### src/cmpr_pkg.sv
package cmpr_pkg;

    // ------------------------------------------------------------
    // Register map
    // ------------------------------------------------------------
    localparam logic [7:0] CMP_A_CSR_OFFSET = 8'h18;
    localparam logic [7:0] CMP_B_CSR_OFFSET = 8'h1c;
    localparam int         ADDR_W           = 8;

    localparam logic [31:0] CSR_RESET       = 32'h0000_0000;

    // ------------------------------------------------------------
    // Field positions
    // ------------------------------------------------------------
    localparam int ON_BIT        = 0;
    localparam int SPEED_BIT     = 3;
    localparam int A_MINUS_LO    = 4;
    localparam int A_MINUS_W     = 2;
    localparam int B_MINUS_LO    = 4;
    localparam int B_MINUS_W     = 3;
    localparam int WINDOW_BIT    = 8;
    localparam int B_PLUS_LO     = 8;
    localparam int B_PLUS_W      = 3;
    localparam int ROUTE_LO      = 11;
    localparam int ROUTE_W       = 4;
    localparam int INVERT_BIT    = 15;
    localparam int OUT_STATE_BIT = 30;
    localparam int FREEZE_BIT    = 31;

    // Writable masks: reserved bits read zero
    localparam logic [31:0] CMP_A_WR_MASK   = 32'h0000_f931;
    localparam logic [31:0] CMP_B_WR_MASK   = 32'h0000_ff79;

    // ------------------------------------------------------------
    // Route codes and destinations
    // ------------------------------------------------------------
    localparam logic [3:0] ROUTE_NONE       = 4'h0;
    localparam logic [3:0] ROUTE_T4_CAP1    = 4'hb;
    localparam int         NUM_DEST         = 12;

    // Minus-input codes for comparator b
    localparam logic [2:0] MINUS_REF        = 3'h0;
    localparam logic [2:0] MINUS_PIN        = 3'h1;
    localparam logic [2:0] MINUS_QUARTER    = 3'h4;
    localparam logic [2:0] MINUS_HALF       = 3'h5;
    localparam logic [2:0] MINUS_THREEQ     = 3'h6;

    localparam int SYNC_STAGES = 2;

endpackage : cmpr_pkg

### src/cmpr_regs.sv
// Contract
// - Route comparator a output per select bits 14:11; code zero routes nowhere. Comparator a code 1011 also routes nowhere.
// - Bit 15 set inverts comparator a output; clear passes it.
// - Bit 30 of comparator a register reads polarity-adjusted output, read-only.
// - Comparator a freeze bit 31 set makes its whole register ignore writes.
// - Freeze bits clear only on system reset, never by software.
// - Comparator b freeze bit 31 set freezes all its fields until reset.
// - Bit 0 of comparator b register enables it; writable only unfrozen.
// - Bit 3 of comparator b selects speed, zero slow; writable unfrozen.
// - Bits 6:4 select comparator b minus input; listed codes, others reserved.
// - Bits 10:8 select comparator b plus source; writable only unfrozen.
// - Comparator b routing uses same table, code 1011 feeds timer 4 capture 1.
// - Bit 15 of comparator b inverts its output; writable only unfrozen.
// - Bit 30 of comparator b reads its polarity-adjusted output, read-only.
// - Comparator b register at 0x1c resets to all zeros.
// - Bit 0 of comparator a register enables it; writable only unfrozen.
// - No clock enable; reset only by system reset; synchronous to pclk.
module cmpr_regs (
    input  wire logic        pclk,
    input  wire logic        presetn,
    input  wire logic        psel,
    input  wire logic        penable,
    input  wire logic        pwrite,
    input  wire logic [7:0]  paddr,
    input  wire logic [31:0] pwdata,
    input  wire logic [3:0]  pstrb,
    output logic      [31:0] prdata,
    output logic             pready,
    output logic             pslverr,
    input  wire logic        cmp_a_raw,
    input  wire logic        cmp_b_raw,
    output logic             cmp_a_on,
    output logic [1:0]       cmp_a_minus_select,
    output logic             cmp_a_window_mode,
    output logic             cmp_b_on,
    output logic             cmp_b_fast,
    output logic [2:0]       cmp_b_minus_select,
    output logic [2:0]       cmp_b_plus_select,
    output logic [11:0]      timer_dest
);

    // ------------------------------------------------------------
    // Storage
    // ------------------------------------------------------------
    logic [31:0] cmp_a_csr_ff;
    logic [31:0] cmp_b_csr_ff;
    logic [31:0] prdata_ff;
    logic        pslverr_ff;
    logic        pready_ff;
    logic [11:0] timer_dest_ff;

    logic [1:0]  cmp_sync;
    logic        cmp_a_output_state;
    logic        cmp_b_output_state;
    logic        cmp_a_freeze;
    logic        cmp_b_freeze;
    logic [3:0]  cmp_a_route_select;
    logic [3:0]  cmp_b_route_select;
    logic        cmp_a_invert;
    logic        cmp_b_invert;

    logic        setup;
    logic        wr_a;
    logic        wr_b;
    logic        addr_hit;
    logic [31:0] strb_mask;
    logic [31:0] nxt_prdata;
    logic [11:0] nxt_timer_dest;

    // ------------------------------------------------------------
    // Comparator outputs
    // ------------------------------------------------------------
    cmpr_sync #(
        .WIDTH    (2)
    ) u_sync (
        .pclk     (pclk),
        .presetn  (presetn),
        .async_in ({cmp_b_raw, cmp_a_raw}),
        .sync_out (cmp_sync)
    );

    assign cmp_a_invert       = cmp_a_csr_ff[cmpr_pkg::INVERT_BIT];
    assign cmp_b_invert       = cmp_b_csr_ff[cmpr_pkg::INVERT_BIT];
    assign cmp_a_output_state = cmp_sync[0] ^ cmp_a_invert;
    assign cmp_b_output_state = cmp_sync[1] ^ cmp_b_invert;
    assign cmp_a_freeze       = cmp_a_csr_ff[cmpr_pkg::FREEZE_BIT];
    assign cmp_b_freeze       = cmp_b_csr_ff[cmpr_pkg::FREEZE_BIT];
    assign cmp_a_route_select = cmp_a_csr_ff[cmpr_pkg::ROUTE_LO +: cmpr_pkg::ROUTE_W];
    assign cmp_b_route_select = cmp_b_csr_ff[cmpr_pkg::ROUTE_LO +: cmpr_pkg::ROUTE_W];

    // ------------------------------------------------------------
    // APB decode
    // ------------------------------------------------------------
    // Zero-wait slave: pready rises in the first access cycle
    assign setup    = psel && !penable;
    assign addr_hit = (paddr == cmpr_pkg::CMP_A_CSR_OFFSET) || (paddr == cmpr_pkg::CMP_B_CSR_OFFSET);
    assign wr_a     = psel && penable && pwrite && (paddr == cmpr_pkg::CMP_A_CSR_OFFSET);
    assign wr_b     = psel && penable && pwrite && (paddr == cmpr_pkg::CMP_B_CSR_OFFSET);

    always_comb begin
        strb_mask = {{8{pstrb[3]}}, {8{pstrb[2]}}, {8{pstrb[1]}}, {8{pstrb[0]}}};
    end

    always_ff @(posedge pclk or negedge presetn) begin
        if (!presetn) begin
            pready_ff <= 1'b0;
        end else begin
            pready_ff <= setup;
        end
    end

    // ------------------------------------------------------------
    // Comparator a register
    // ------------------------------------------------------------
    // Write only when unfrozen; freeze bit itself can only be set, so
    // software has no way back once locked
    always_ff @(posedge pclk or negedge presetn) begin
        if (!presetn) begin
            cmp_a_csr_ff <= cmpr_pkg::CSR_RESET;
        end else if (wr_a && pready_ff && !cmp_a_freeze) begin
            cmp_a_csr_ff <= (cmp_a_csr_ff & ~(strb_mask & cmpr_pkg::CMP_A_WR_MASK))
                          | (pwdata & strb_mask & cmpr_pkg::CMP_A_WR_MASK);
            if (pstrb[3] && pwdata[cmpr_pkg::FREEZE_BIT]) begin
                cmp_a_csr_ff[cmpr_pkg::FREEZE_BIT] <= 1'b1;
            end
        end
    end

    // ------------------------------------------------------------
    // Comparator b register
    // ------------------------------------------------------------
    always_ff @(posedge pclk or negedge presetn) begin
        if (!presetn) begin
            cmp_b_csr_ff <= cmpr_pkg::CSR_RESET;
        end else if (wr_b && pready_ff && !cmp_b_freeze) begin
            // Reserved minus codes are stored as written; the analog side
            // gates them on the internal reference like the reference codes
            cmp_b_csr_ff <= (cmp_b_csr_ff & ~(strb_mask & cmpr_pkg::CMP_B_WR_MASK))
                          | (pwdata & strb_mask & cmpr_pkg::CMP_B_WR_MASK);
            if (pstrb[3] && pwdata[cmpr_pkg::FREEZE_BIT]) begin
                cmp_b_csr_ff[cmpr_pkg::FREEZE_BIT] <= 1'b1;
            end
        end
    end

    // ------------------------------------------------------------
    // Read path
    // ------------------------------------------------------------
    always_comb begin
        nxt_prdata = '0;
        if (paddr == cmpr_pkg::CMP_A_CSR_OFFSET) begin
            nxt_prdata = cmp_a_csr_ff;
            nxt_prdata[cmpr_pkg::OUT_STATE_BIT] = cmp_a_output_state;
        end else if (paddr == cmpr_pkg::CMP_B_CSR_OFFSET) begin
            nxt_prdata = cmp_b_csr_ff;
            nxt_prdata[cmpr_pkg::OUT_STATE_BIT] = cmp_b_output_state;
        end
    end

    always_ff @(posedge pclk or negedge presetn) begin
        if (!presetn) begin
            prdata_ff  <= '0;
            pslverr_ff <= 1'b0;
        end else if (setup) begin
            prdata_ff  <= pwrite ? 32'h0000_0000 : nxt_prdata;
            pslverr_ff <= !addr_hit;
        end else begin
            prdata_ff  <= '0;
            pslverr_ff <= 1'b0;
        end
    end

    // ------------------------------------------------------------
    // Timer routing
    // ------------------------------------------------------------
    // One-hot destinations, index = route code - 1. Both comparators may
    // hit the same destination; they are ORed.
    always_comb begin
        nxt_timer_dest = '0;
        for (int i = 1; i <= cmpr_pkg::NUM_DEST; i++) begin
            if (cmp_a_route_select == 4'(i) && cmp_a_route_select != cmpr_pkg::ROUTE_T4_CAP1) begin
                nxt_timer_dest[i-1] = nxt_timer_dest[i-1] | cmp_a_output_state;
            end
            if (cmp_b_route_select == 4'(i)) begin
                nxt_timer_dest[i-1] = nxt_timer_dest[i-1] | cmp_b_output_state;
            end
        end
    end

    always_ff @(posedge pclk or negedge presetn) begin
        if (!presetn) begin
            timer_dest_ff <= '0;
        end else begin
            timer_dest_ff <= nxt_timer_dest;
        end
    end

    // ------------------------------------------------------------
    // Analog controls
    // ------------------------------------------------------------
    logic        cmp_a_on_ff;
    logic [1:0]  cmp_a_minus_ff;
    logic        cmp_a_window_ff;
    logic        cmp_b_on_ff;
    logic        cmp_b_fast_ff;
    logic [2:0]  cmp_b_minus_ff;
    logic [2:0]  cmp_b_plus_ff;

    // One cycle behind the register so that every output is a flop
    always_ff @(posedge pclk or negedge presetn) begin
        if (!presetn) begin
            cmp_a_on_ff     <= 1'b0;
            cmp_a_minus_ff  <= '0;
            cmp_a_window_ff <= 1'b0;
            cmp_b_on_ff     <= 1'b0;
            cmp_b_fast_ff   <= 1'b0;
            cmp_b_minus_ff  <= '0;
            cmp_b_plus_ff   <= '0;
        end else begin
            cmp_a_on_ff     <= cmp_a_csr_ff[cmpr_pkg::ON_BIT];
            cmp_a_minus_ff  <= cmp_a_csr_ff[cmpr_pkg::A_MINUS_LO +: cmpr_pkg::A_MINUS_W];
            cmp_a_window_ff <= cmp_a_csr_ff[cmpr_pkg::WINDOW_BIT];
            cmp_b_on_ff     <= cmp_b_csr_ff[cmpr_pkg::ON_BIT];
            cmp_b_fast_ff   <= cmp_b_csr_ff[cmpr_pkg::SPEED_BIT];
            cmp_b_minus_ff  <= cmp_b_csr_ff[cmpr_pkg::B_MINUS_LO +: cmpr_pkg::B_MINUS_W];
            cmp_b_plus_ff   <= cmp_b_csr_ff[cmpr_pkg::B_PLUS_LO +: cmpr_pkg::B_PLUS_W];
        end
    end

    assign cmp_a_on           = cmp_a_on_ff;
    assign cmp_a_minus_select = cmp_a_minus_ff;
    assign cmp_a_window_mode  = cmp_a_window_ff;
    assign cmp_b_on           = cmp_b_on_ff;
    assign cmp_b_fast         = cmp_b_fast_ff;
    assign cmp_b_minus_select = cmp_b_minus_ff;
    assign cmp_b_plus_select  = cmp_b_plus_ff;
    assign timer_dest         = timer_dest_ff;
    assign prdata             = prdata_ff;
    assign pready             = pready_ff;
    assign pslverr            = pslverr_ff;

endmodule : cmpr_regs

### src/cmpr_sync.sv
module cmpr_sync #(
    parameter int WIDTH = 1
) (
    input  wire logic             pclk,
    input  wire logic             presetn,
    input  wire logic [WIDTH-1:0] async_in,
    output logic      [WIDTH-1:0] sync_out
);

    // ------------------------------------------------------------
    // Two-stage synchroniser; first stage feeds only the second
    // ------------------------------------------------------------
    logic [WIDTH-1:0] meta_ff;
    logic [WIDTH-1:0] sync_ff;

    always_ff @(posedge pclk or negedge presetn) begin
        if (!presetn) begin
            meta_ff <= '0;
            sync_ff <= '0;
        end else begin
            meta_ff <= async_in;
            sync_ff <= meta_ff;
        end
    end

    assign sync_out = sync_ff;

endmodule : cmpr_sync

### config.mk
export PLATFORM = sky130hd
export DESIGN_NAME = cmpr_regs
export DESIGN_NICKNAME = d
export VERILOG_FILES = /design/src/cmpr_pkg.sv /design/src/cmpr_regs.sv /design/src/cmpr_sync.sv
export SDC_FILE = /design/constraint.sdc
export NUM_CORES = 1
export LEC_CHECK = 0
export BUFFER_PORTS_ARGS = -buffer_cell sky130_fd_sc_hd__buf_2
export CORE_MARGIN = 4
export CORE_UTILIZATION = 43
export DETAILED_ROUTE_END_ITERATION = 7
export GPL_TIMING_DRIVEN = 0
export HOLD_SLACK_MARGIN = 0.06
export PLACE_DENSITY = 0.75
export SYNTH_ARGS = -nofsm -noshare
export SYNTH_HDL_FRONTEND = slang
export SYNTH_SLANG_ARGS = --single-unit
### constraint.sdc
create_clock -name pclk -period 1.75 [get_ports pclk]
set_input_delay 0.175 -clock pclk [delete_from_list [all_inputs] [get_ports pclk]]
set_output_delay 0.175 -clock pclk [all_outputs]
set_load 0.02 [all_outputs]
==> flow_metrics.env <==
export IMPL_status="completed"
export IMPL_grt_pass1_vias=1765
export IMPL_synth_most_common_cell="dfrtp_1"
export IMPL_rows=28
export IMPL_drc=0
export IMPL_grt_setup_unrepaired="no"
export IMPL_syn_area_per_cell_sq_um=14.0
export IMPL_worstSetupPathType="reg -> reg"
export IMPL_synthFlopType="dfrtp_1"
export IMPL_fin_tns_setup_ns=0
export IMPL_viasPerCell=4.72
export IMPL_finalCritPeriodShare=0.929
export IMPL_die_w_um=86.8
export IMPL_wl_um=5260
export IMPL_cts_sink_count=69
export IMPL_power_frac_seq=0.523
export IMPL_clkSlewWorstSetupHoldPaths_ns=0.08
export IMPL_syn_area_sq_mm=0.00267
export IMPL_gr_max_usage_layer="met2"
export IMPL_worstMarginPinSlew_ns=0.824
export IMPL_finalNetCount=347
export IMPL_cts_resized=0
export IMPL_place_area_sq_mm=0.00318
export IMPL_cts_htree_levels=3
export IMPL_skew_ns=0.00711
export IMPL_final_max_slew_violation_count=0
export IMPL_vdd_ir_drop_max_uv=488
export IMPL_end_kind="flip-flop"
export IMPL_hp_class="in -> reg"
export IMPL_synth_ff_latch_count=69
export IMPL_io_buffer_count=72
export IMPL_grt_util_all_layers=0.149
export IMPL_final_cell_area_sq_mm=0.00345
export IMPL_yosys_top_cells_count="69 x dfrtp_1, 22 x mux2_2, 17 x buf_4, 11 x nor2_1, 10 x mux2i_1"
export IMPL_synth_seq_area_share=0.647
export IMPL_gr_total_overflow=0
export IMPL_clkPwrFrac=0.414
export IMPL_drtIter0Drc=56
export IMPL_synth_cells=190
export IMPL_power_leakage_uw=0.00191
export IMPL_place_hpwl_um=3820
export IMPL_firstDrtPassIters=4
export IMPL_power_internal_uw=2350
export IMPL_root_buffer="clkbuf_8"
export IMPL_die_h_um=86.8
export IMPL_cts_tree="done"
export IMPL_r2r_slack_ns=0.12
export IMPL_layout_min_cycle_time_ns=1.63
export IMPL_ys_top_cells_by_area="dfrtp_1 65%, mux2_2 9.3%, buf_4 4.8%"
export IMPL_placed_cells=353
export IMPL_switching_share=0.237
export IMPL_totalPowerFinal_uw=3070
export IMPL_ys_async_sr_fraction=1.00
export IMPL_clock_latency_ns=0.34
export IMPL_ys_types=33
export IMPL_routed_via_count=1775
export IMPL_drive_gt1_frac=0.452
export IMPL_gp_congestion=0.832
export IMPL_finalHoldViolations=0
export IMPL_io_pins=109
export IMPL_met1_usage=0.183
export IMPL_pwr_share_comb=0.063
export IMPL_cp_required_ns=1.97
export IMPL_finalSetupViolations=0
export IMPL_power_density_mw_per_mm2=891
export IMPL_fmax_mhz=615
export IMPL_yosys_warnings=0
export IMPL_p_switching_uw=729
export IMPL_numCtsBuffers=9
export IMPL_whs_ns=0.0758
export IMPL_use_met3=0.0399
export IMPL_synth_edf_count=0
export IMPL_grt_pass1_wl_um=8410
export IMPL_clockBufferDepth=2
export IMPL_antenna_found_initial=0
export IMPL_instances_no_fill=376
export IMPL_initial_core_util=0.448
export IMPL_crit_path_max_fanout=8
export IMPL_arrival_ns=1.85
export IMPL_slew_headroom=0.450
export IMPL_grt_max_degree=70
export IMPL_detail_route_antenna_nets=0
export IMPL_yosysTopAreaCell="dfrtp_1"
export IMPL_yosysTopAreaCellShare=0.647
export IMPL_grt_use_met2=0.239
export IMPL_core_sq_mm=0.00596
export IMPL_crit_path_start_kind="flip-flop"
export IMPL_area_growth_pct=29.4
export IMPL_die_area_sq_mm=0.00753
export IMPL_maxCapViolations=0
export IMPL_wl_per_cell_um=14.0
export IMPL_antenna_cells=0
-- metal layers --
layer,up-vias,share of wire
met5,-,0
met4,0,0.022
met3,10,0.063
met2,58,0.50
met1,859,0.42
li1,848,-
-- critical path: stages (launching register included) --
cell      delay, ns
dfrtp_1        0.35
and4_1         0.18
clkbuf_1       0.22
nand4_2        0.36
mux2_2         0.40
-- path summary, 6_finish.rpt --
path	depth (start not counted)	from	end
max	4	pready	flip-flop
min reg2reg	0	u_sync.meta_ff[0]	u_sync.sync_out[0]
min in group asynchronous	2	presetn	prdata[31]
max in group asynchronous	2	presetn	timer_dest[9]
min	2	pwdata[9]	flip-flop
max reg2reg	4	pready	flip-flop
-- cells in the final DEF (no fill, tap or decap), types with 4 or more instances in the layout --
| cell type | instances |
|---|---|
| nor2_1 | 11 |
| buf_2 | 72 |
| o22ai_1 | 8 |
| clkbuf_8 | 9 |
| and3_1 | 6 |
| dlygate4sd3_1 | 6 |
| dfrtp_1 | 69 |
| mux2i_1 | 10 |
| mux2_2 | 22 |
| or3_1 | 4 |
| nand2b_1 | 4 |
| conb_1 | 17 |
| buf_4 | 19 |
-- cell families after synthesis --
kind of cell,Yosys count,synth area share
multiplexers,32,0.130
XOR/XNOR,2,0.00657
flip-flops,69,0.647
buffers and inverters,23,0.0567
AO/OA/AOI/OAI,14,0.0394
other,1,0.00141
AND/OR/NAND/NOR,49,0.118
-- power by group through the flow --
| stage | Clock [uW] | Sequential, uW | Combinational (uW) |
|---|---|---|---|
| finish | 1270 | 1610 | 195 |
| global route | 1380 | 1610 | 217 |
| CTS | 1310 | 1610 | 197 |
| detailed placement | 0 | 1640 | 186 |
| global placement | 0 | 1640 | 183 |
| floorplan | 0 | 1640 | 97.3 |
-- metrics by stage --
step | utilization | worst slack [ns]
2_1_floorplan | - | 0.245
3_3_place_gp | 0.534 | 0.0490
3_5_place_dp | 0.535 | 0.0287
4_1_cts | 0.578 | 0.0696
5_1_grt | 0.579 | 0.0348
6_report | 0.579 | 0.123
-- area by class of cell --
cell class,instances,area (sq um)
well taps,75,93.8
clock buffers,9,124
multi-input cells,114,850
flip-flops and latches,69,1730
inverters,3,11.3
clock inverters,7,75.1
repair buffers,79,430
fillers,522,2500
plain buffers,20,140
-- timing repair --
item,in CTS,in global routing
setup endpoints to repair,0,4
endpoints found under the hold margin,74,0
setup buffers,0,1
hold buffers,6,0
No activity file was read; power rests on OpenSTA's default activity.
